`src/ffh_pkg.sv`:
```
// package for the fpu-to-cpu forwarding hazard model
package ffh_pkg;
  localparam int FREG_W = 3;
  localparam int DATA_W = 32;
  // floating op classes
  typedef enum logic [2:0] {
    FFH_OP_NONE,
    FFH_OP_FLOAT_MULTIPLY,
    FFH_OP_FLOAT_ADD,
    FFH_OP_FLOAT_SUBTRACT,
    FFH_OP_FLOAT_MULTIPLY_ACCUMULATE,
    FFH_OP_OTHER
  } ffh_fop_t;
  // move destinations
  typedef enum logic [1:0] {
    FFH_DST_FLOAT,
    FFH_DST_ACCUMULATOR,
    FFH_DST_PRODUCT,
    FFH_DST_MULTIPLICAND
  } ffh_dkind_t;
  typedef struct packed {
    logic valid;
    ffh_fop_t op;
    logic [FREG_W-1:0] dst;
    logic [DATA_W-1:0] result;
  } ffh_fissue_t;
  typedef struct packed {
    logic valid;
    logic [FREG_W-1:0] src;
    ffh_dkind_t dkind;
    logic aux;
    logic [2:0] aux_idx;
  } ffh_move_t;
  // stage offsets: issue enters e1; e3 is two stages later
  localparam int E3_STAGE = 2;
  localparam logic [DATA_W-1:0] RESET_VAL = 32'h0000_0000;
endpackage

```
`src/ffh_forward.sv`:
```
// fpu-to-cpu forwarding path with the e3-stall defect
// Function
// - two-cycle result forwarded in third execute phase
// - only multiply, add, subtract, mac are producers
// - hazard needs move source equal producer destination
// - hazard needs main-cpu move destination
// - float-to-float moves always get forwarded value
// - stall in third execute phase misses forward
// - no stall: move samples forward at second read
`timescale 1ns/1ps
`default_nettype none
module ffh_forward
  import ffh_pkg::*;
#(
  parameter int NREGS = 8
)
(
  input wire logic clk_sys,
  input wire logic nrst,
  input wire logic stall,
  input wire ffh_fissue_t fissue,
  input wire ffh_move_t move,
  output logic move_valid_q,
  output logic [DATA_W-1:0] move_data_q,
  output logic stale_read_q
);

  // elaboration check: the register index is three bits wide
  if (NREGS != 8)
  begin : g_nregs_check
    $error("ffh_forward: NREGS must be 8");
  end

  // the four two-cycle producer classes
  function automatic logic is_two_cycle(input ffh_fop_t op);
    unique case (op)
      FFH_OP_FLOAT_MULTIPLY,
      FFH_OP_FLOAT_ADD,
      FFH_OP_FLOAT_SUBTRACT,
      FFH_OP_FLOAT_MULTIPLY_ACCUMULATE:
        is_two_cycle = 1'b1;
      default:
        is_two_cycle = 1'b0;
    endcase
  endfunction

  // a move lands in a main-cpu register
  function automatic logic is_cpu_dest(input ffh_move_t mv);
    logic to_main;
    to_main = mv.aux;
    if (mv.dkind != FFH_DST_FLOAT)
    begin
      to_main = 1'b1;
    end
    is_cpu_dest = to_main;
  endfunction

  // a producer in a stage writes the given register
  function automatic logic feeds_reg(input ffh_fissue_t st,
    input logic [FREG_W-1:0] idx);
    feeds_reg = st.valid && is_two_cycle(st.op) && (st.dst == idx);
  endfunction

  ffh_fissue_t e1_q;
  ffh_fissue_t e2_q;
  ffh_fissue_t e3_q;
  logic [DATA_W-1:0] freg_q [NREGS];
  logic e3_stalled_q;
  logic advance;
  logic e3_producer;
  logic fwd_hit;
  logic to_cpu;
  logic miss;
  logic move_take;
  logic [DATA_W-1:0] fwd_value;
  logic [DATA_W-1:0] file_value;

  // the pipeline moves only when no stall is present
  assign advance = !stall;

  // first execute phase
  always_ff @(posedge clk_sys or negedge nrst)
  begin
    if (!nrst)
    begin
      e1_q <= '0;
    end
    else if (advance)
    begin
      e1_q <= fissue;
    end
  end

  // second execute phase
  always_ff @(posedge clk_sys or negedge nrst)
  begin
    if (!nrst)
    begin
      e2_q <= '0;
    end
    else if (advance)
    begin
      e2_q <= e1_q;
    end
  end

  // third execute phase: the forward is taken from here
  always_ff @(posedge clk_sys or negedge nrst)
  begin
    if (!nrst)
    begin
      e3_q <= '0;
    end
    else if (advance)
    begin
      e3_q <= e2_q;
    end
  end

  // producer sitting in the third execute phase
  assign e3_producer = e3_q.valid && is_two_cycle(e3_q.op);

  // remembers a stall seen while a producer sat in e3;
  // the flag clears again at the first edge with no stall
  always_ff @(posedge clk_sys or negedge nrst)
  begin
    if (!nrst)
    begin
      e3_stalled_q <= 1'b0;
    end
    else if (stall && e3_producer)
    begin
      e3_stalled_q <= 1'b1;
    end
    else if (advance)
    begin
      e3_stalled_q <= 1'b0;
    end
  end

  // register file write as e3 completes
  always_ff @(posedge clk_sys or negedge nrst)
  begin
    if (!nrst)
    begin
      for (int i = 0; i < NREGS; i++)
      begin
        freg_q[i] <= RESET_VAL;
      end
    end
    else if (advance && e3_q.valid)
    begin
      freg_q[e3_q.dst] <= e3_q.result;
    end
  end

  // forward decode for the move in its second read phase;
  // float-to-float moves never take the miss path
  always_comb
  begin
    to_cpu = is_cpu_dest(move);
    fwd_hit = feeds_reg(e3_q, move.src);
    miss = fwd_hit && to_cpu && (stall || e3_stalled_q);
    move_take = move.valid && advance;
    fwd_value = e3_q.result;
    file_value = freg_q[move.src];
  end

  // completion pulse of a move
  always_ff @(posedge clk_sys or negedge nrst)
  begin
    if (!nrst)
    begin
      move_valid_q <= 1'b0;
    end
    else
    begin
      move_valid_q <= move_take;
    end
  end

  // pulse when the forward was missed
  always_ff @(posedge clk_sys or negedge nrst)
  begin
    if (!nrst)
    begin
      stale_read_q <= 1'b0;
    end
    else
    begin
      stale_read_q <= move.valid && miss;
    end
  end

  // read data: forwarded value or the register file
  always_ff @(posedge clk_sys or negedge nrst)
  begin
    if (!nrst)
    begin
      move_data_q <= RESET_VAL;
    end
    else if (move_take)
    begin
      if (fwd_hit && !miss)
      begin
        move_data_q <= fwd_value;
      end
      else
      begin
        move_data_q <= file_value;
      end
    end
  end
endmodule // ffh_forward
`default_nettype wire

```
`config.mk`:
```
export PLATFORM = sky130hd
export DESIGN_NAME = ffh_forward
export DESIGN_NICKNAME = d
export VERILOG_FILES = /design/src/ffh_pkg.sv /design/src/ffh_forward.sv
export SDC_FILE = /design/constraint.sdc
export NUM_CORES = 1
export LEC_CHECK = 0
export BUFFER_PORTS_ARGS = -buffer_cell sky130_fd_sc_hd__buf_4
export CAP_MARGIN = 0
export CORE_MARGIN = 2
export CORE_UTILIZATION = 57
export CTS_BUF_LIST = sky130_fd_sc_hd__clkbuf_8
export CTS_CLUSTER_SIZE = 16
export DETAILED_ROUTE_END_ITERATION = 16
export PLACE_DENSITY = 0.78
export SETUP_SLACK_MARGIN = 0.5
export SYNTH_ARGS = -nofsm -noshare
export SYNTH_HDL_FRONTEND = slang
export SYNTH_SLANG_ARGS = --single-unit
```
`constraint.sdc`:
```
create_clock -name clk_sys -period 1.7 [get_ports clk_sys]
set_input_delay 0.34 -clock clk_sys [delete_from_list [all_inputs] [get_ports clk_sys]]
set_output_delay 0.34 -clock clk_sys [all_outputs]
set_load 0.01 [all_outputs]
```
==> impl_metrics.csv, run 1 <==
group,metric,value,unit
run_status,status,"complete, but fails checks",
run_status,violations,"negative setup slack",
clock_tree,tritoncts,"yes",
pwr,p_leak,11.0,nW
placed_design,gp_congestion,0.827,
routing,vias_per_cell,6.93,
clock_tree,cts_buffer_depth,3,
synth,ys_types,33,
critical_path,reg2reg_depth,5,
cells_and_area,drive_gt1_share,59.7,%
synth,ys.flop_type,"dfrtp_1",
min_path,worst_hold_path_type,"in -> reg",
clock_tree,root_buffer,"clkbuf_8",
synth,syn_avg_cell_area,14.0,sq um
cells_and_area,final_cells,1933,
critical_path,rr_startpoint,"e3_q[35]$_DFFE_PN0N_",
critical_path,crit_fanout,13,
cells_and_area,nets,1553,
sta,hold_viol,0,
synth,yosysMostFrequentCell,"dfrtp_1",
critical_path,cp_common_cell,"o21a_1",
sta,fin_tns_setup,-35860,ps
routing,vias,13400,
sta,min_period_over_period,130,%
synth,ys_seq_area_share,60.1,%
grt,gr-total-overflow,0,
synth,yosysTopAreaCell,"dfrtp_1",
critical_path,reg2reg_slack,-510,ps
grt,antenna_found_initial,0,
critical_path,path_class,"reg -> reg",
job,drv_cap,0,
critical_path,crit_slowest_cell,"or4b_4",
clock_tree,clk_pin_slew,70,ps
critical_path,endpoint_kind,"flop",
floorplan,die_w,177,um
critical_path,critical_path.endpoint,"move_data_q[22]$_DFFE_PN0P_",
pwr,p_per_area,1570,mW/mm^2
floorplan,io_pins,86,
sta,slew_violations,0,
sta,tightestPinTransition,764,ps
critical_path,cp.required,2170,ps
routing,wl,65500,um
critical_path,max_stage_delay,540,ps
critical_path,reg2reg_to,"move_data_q[22]$_DFFE_PN0P_",
placed_design,io_buffers,82,
min_path,whs_path_depth,2,
synth,synthesis.nets,1265,
routing,firstDrtPassIters,8,
critical_path,arrival,2690,ps
cells_and_area,antennaDiodeCount,0,
floorplan,die_h,177,um
sta,rsz0062_at_grt,"true",
floorplan,rows,63,
sta,relSlewSlack,49.1,%
routing,wl_per_cell,33.9,um
synth,async_flop_share,100,%
grt,grt_pass1_vias,13900,
grt,grt_pass1_wl,85400,um
synth,ys_ff_latch,408,
clock_tree,clk_latency,640,ps
floorplan,dieArea,0.0312,sq mm
synth,synthTopCellsByCount,"dfrtp_1, mux2_2, nand2_1, o21ai_0, mux4_2",
routing,drc_errors,0,
sta,fin_ws,-514,ps
floorplan,initial_core_util,57.7,%
sta,fin_hold_ws,5.55,ps
grt,grt_max_degree,77,
placed_design,place_hpwl,23600,um
sta,max_freq,452,MHz
sta,period_minus_slack,2210,ps
cells_and_area,nFillCells,1169,
sta,setup_viol,283,
clock_tree,htree_levels,3,
critical_path,critPathLaunchType,"flop",
synth,post-synth-top-area-fraction,60.1,%
synth,syn_inst,1213,
synth,yosys_warnings,0,
cells_and_area,area_growth,44.1,%
clock_tree,clock_sinks,408,
grt,grt_usage,37.3,%
synth,syn-cell-area,0.0170,sq mm
clock_tree,cts_inserted_buffers,66,
placed_design,dp.cells,1674,
routing,ant_nets,0,
routing,drtIter0Drc,1628,
critical_path,path_cells,"o21a_1 -> or4b_4 -> o21a_1 -> buf_12 -> a221oi_1",
critical_path,crit_start,"e3_q[35]$_DFFE_PN0N_",
cells_and_area,fin_util,83.1,%
synth,synth_area_leaders,"dfrtp_1, mux2_2, mux4_2",
synth,synth_edf_count,0,
pwr,finalPower,38.4,mW
min_path,worstHoldStart,"fissue[34]",
pwr,peakVddDrop,0.000892,V
sta,fin_worst_skew,53.1,ps
floorplan,coreArea,0.0295,sq mm
-- power breakdown --
| group | total, mW | internal [mW] | switching [mW] |
|---|---|---|---|
| clock network | 8.88 | 4.54 | 4.35 |
| registers | 17.1 | 13.3 | 3.79 |
| logic | 12.5 | 7.11 | 5.36 |
| total | 38.4 | 24.9 | 13.5 |
-- timing repair --
action / CTS / global route
setup buffers: 50 / 18
resized for setup: 331 / 278
endpoints found under the setup margin: 324 / 324
hold buffers: 39 / 0
endpoints found under the hold margin: 161 / 0
gates cloned: 37 / 5
pin swaps: 40 / 65
-- metrics by stage --
stage               setup slack (ps)  instance area, sq um
floorplan                       -299                 17600
global placement                -454                 19100
detailed placement              -507                 19100
CTS                             -253                 23100
global route                    -452                 24500
finish                          -514                 24500
-- cells in the final DEF, fill, tap and decap left out, drive strengths merged --
master	instances
a21boi	1
a221oi	17
and3	1
buf	256
bufbuf	1
bufinv	1
clkbuf	88
clkinv	1
clkinvlp	3
dfrtp	408
dlygate4sd3	39
inv	56
mux2	245
mux2i	32
mux4	64
nand2	146
nand2b	1
nand3	1
nand3b	3
nor2	19
nor3	3
nor3b	3
o21a	2
o21ai	129
o221ai	15
o32a	1
or3	2
or3b	1
or4b	1
xnor2	3
-- per-layer routing --
layer	vias to the layer above	track usage, %	routed length, um
li1	4954	-	-
met1	6702	46.4	22000
met2	1249	56.3	28900
met3	488	11.3	8330
met4	0	25.8	6320
met5	-	0	0
-- flip-flops by register name (all words and copies together), names as in the netlist --
signal        flops
e3_q              7
move_data_q      32
e3_stalled_q      1
e1_q             39
stale_read_q      1
fwd_value        32
e2_q             39
move_valid_q      1
freg_q          256
-- area by class of cell --
class,instances,area (sq um),area share (%)
flip-flops and latches,408,10200,41.7
multi-input cells,690,8280,33.8
repair buffers,301,4100,16.7
clock buffers,83,1140,4.66
well taps,390,488,1.99
clock inverters,27,153,0.623
inverters,34,128,0.521
-- worst min-delay path by stage --
stage	end	slack, ps
6_report	e1_q[34]$_DFFE_PN0N_	6
5_1_grt	e1_q[34]$_DFFE_PN0N_	-3
4_1_cts	e1_q[34]$_DFFE_PN0N_	1
3_5_place_dp	freg_q[225]$_DFFE_PN0P_	230
3_3_place_gp	freg_q[225]$_DFFE_PN0P_	240
2_1_floorplan	e1_q[0]$_DFFE_PN0N_	40
-- critical path: cells and delay by family (launching register included) --
family	cells	cell delay, ps
buffers and inverters	1	180
flip-flops	1	400
AO/OA/AOI/OAI	3	920
AND/OR/NAND/NOR	1	540
-- cell families (layout without fill, tap and decap cells) --
family	after synthesis	count (layout)	synth area share, %
DFF	408	408	60.1
muxes	341	341	26.6
xor gates and xnor gates	3	3	0.155
buffers and inverters	115	445	2.86
and+or+nand+nor	181	181	4.33
AOI/OAI and AO/OA	165	165	6.01
No activity file was read; power rests on OpenSTA's default activity.
==> run 2, diff against run 1 <==
CORE_UTILIZATION = 58   (was 57)
GPL_TIMING_DRIVEN = 0   (was default)
PLACE_DENSITY = 0.76   (was 0.78)
clock period = 2.3 ns   (was 1.7 ns; I/O delays follow)
==> run 2 against run 1 <==
  * Maximum frequency rose by 6.0%
  * Flip-flop and latch count stayed put
  * Die area shrank 1.7%
  * Clock power shrank 30%
  * The flow finishes with violations (negative hold slack)
  * Highest routed layer unchanged
  * Register-to-register slack improved by 730 ps
  * Global-route usage is 9.6 points lower
  * Via count is 16% lower
  * Critical path depth increased by 1
  * Critical path type unchanged
  * Sequential share of layout area up 7.8 points
  * Critical endpoint is now move_data_q[28]$_DFFE_PN0P_
  * Combinational power is 54% lower
  * Power down 39%
==> impl_metrics.csv, run 2 (same netlist as run 1, synthesis figures left out) <==
group,metric,value,unit
critical_path,crit_fanout,7,
floorplan,rows,62,
sta,setup_viol,0,
clock_tree,cts_buffer_depth,3,
floorplan,io_pins,86,
run_status,status,"complete, but fails checks",
cells_and_area,fin_util,71.7,%
critical_path,reg2reg_to,"move_data_q[28]$_DFFE_PN0P_",
cells_and_area,drive_gt1_share,42.6,%
clock_tree,htree_levels,3,
placed_design,placed_area,0.0182,sq mm
sta,fin_hold_ws,-109,ps
cells_and_area,nets,1458,
critical_path,crit_start,"e3_q[35]$_DFFE_PN0N_",
critical_path,critPathLaunchType,"flop",
critical_path,reg2reg_depth,6,
pwr,peakVddDrop,0.000586,V
pwr,net-switching-power,6.95,mW
clock_tree,root_buffer,"clkbuf_8",
cells_and_area,largest_reg_flops,256,
clock_tree,clk_pin_slew,60,ps
floorplan,coreArea,0.0288,sq mm
pwr,pwr-share-comb,24.4,%
sta,min_period_over_period,90.8,%
sta,fin_worst_skew,44.2,ps
critical_path,endpoint_kind,"flop",
pwr,power.internal,16.4,mW
cells_and_area,top_regs,"freg_q x256, e1_q x39, e2_q x39",
floorplan,die_h,175,um
grt,grt_usage,27.7,%
sta,rsz0062_at_grt,"true",
floorplan,dieArea,0.0307,sq mm
sta,fin_tns_setup,0,ps
sta,max_freq,479,MHz
clock_tree,clock_sinks,408,
placed_design,gp_congestion,0.783,
sta,relSlewSlack,25.8,%
critical_path,path_class,"reg -> reg",
pwr,power_frac_clock,26.5,%
grt,antenna_found_initial,0,
clock_tree,clk_latency,610,ps
sta,period_minus_slack,2090,ps
cells_and_area,antennaDiodeCount,0,
grt,grt_pass1_vias,11500,
routing,drtIter0Drc,1098,
routing,vias_per_cell,6.10,
routing,ant_nets,0,
grt,grt_max_degree,129,
pwr,p_per_area,1130,mW/mm^2
routing,vias,11200,
cells_and_area,most-common-layout-cells,"dfrtp_1, mux2_2, nand2_1",
sta,tightestPinTransition,1110,ps
placed_design,place_ws,-458,ps
cells_and_area,layout_commonest_cell,"dfrtp_1",
routing,firstDrtPassIters,5,
routing,drc_errors,0,
job,drv_cap,0,
routing,wl_per_cell,23.9,um
cells_and_area,area_growth,21.4,%
placed_design,dp.cells,1681,
cells_and_area,nFillCells,1847,
critical_path,reg2reg_slack,210,ps
pwr,switching_share,29.7,%
run_status,violations,"negative hold slack",
cells_and_area,final_area,0.0206,sq mm
cells_and_area,final_cells,1836,
floorplan,die_w,175,um
sta,slew_violations,0,
pwr,p_leak,9.46,nW
clock_tree,cts_inserted_buffers,68,
pwr,seq_power_share,49.2,%
clock_tree,tritoncts,"yes",
critical_path,cp.required,2790,ps
grt,gr-total-overflow,0,
sta,hold_viol,93,
critical_path,arrival,2580,ps
min_path,worst_hold_path_type,"in -> async",
placed_design,io_buffers,81,
cells_and_area,largest_register,"freg_q",
sta,fin_ws,212,ps
grt,grt_pass1_wl,64500,um
placed_design,place_hpwl,26000,um
critical_path,rr_startpoint,"e3_q[35]$_DFFE_PN0N_",
routing,wl,43900,um
floorplan,initial_core_util,59.1,%
run 2: worst max path at each step:
stage               cells past startpoint  slack [ps]                          end
global placement                        1       -3220         e1_q[18]$_DFFE_PN0N_
global route                            6         150  move_data_q[10]$_DFFE_PN0P_
floorplan                               6         180  move_data_q[10]$_DFFE_PN0P_
finish                                  6         210  move_data_q[28]$_DFFE_PN0P_
detailed placement                      6        -460  move_data_q[26]$_DFFE_PN0P_
CTS                                     6         230  move_data_q[29]$_DFFE_PN0P_
run 2: worst max-delay path, cell delays in order (launching register included):
cell and delay [ps]:
dfrtp_1 390, o21a_1 200, or4b_4 570, or3_4 360
buf_8 150, clkbuf_16 170, o221ai_2 150
run 2: power groups by stage:
stage	registers (mW)	logic [mW]	clock network [mW]
after floorplan	11.0	3.65	0
final	11.5	5.69	6.19
after global routing	11.8	6.23	6.55
after global placement	11.3	4.78	0
after detailed placement	11.4	5.05	0
after CTS	11.3	5.17	6.22
run 2: area by class of cell:
cell class,instances,area [sq um],share of cell area (%)
Sequential cell,408,10200,49.5
Multi-Input combinational cell,690,6700,32.5
Timing Repair Buffer,123,1190,5.77
Clock buffer,80,1100,5.34
Buffer,81,638,3.09
Tap cell,384,480,2.33
Clock inverter,36,188,0.910
Inverter,34,128,0.619
run 2: metrics by stage:
stage               hold slack (ps)  power (mW)
global placement                456        16.1
floorplan                       164        14.6
CTS                           -75.8        22.7
global route                  -64.4        24.5
detailed placement              468        16.5
finish                         -109        23.4
run 2: layer usage:
metal / part of all wire, % / vias to the layer above / GRT usage (%) / wire [um]
met5: 0 / - / 0 / 0
met4: 3.7 / 0 / 10.2 / 1610
met3: 8.0 / 132 / 6.20 / 3520
met2: 48 / 528 / 44.0 / 20900
met1: 41 / 5801 / 38.0 / 17800
li1: - / 4746 / - / -
run 2: repair_timing:
action,CTS,global route
resized for setup,72,169
cloned,1,10
buffers inserted,15,13
pin swaps,7,10
endpoints found under the hold margin,93,34
endpoints found under the setup margin,303,270
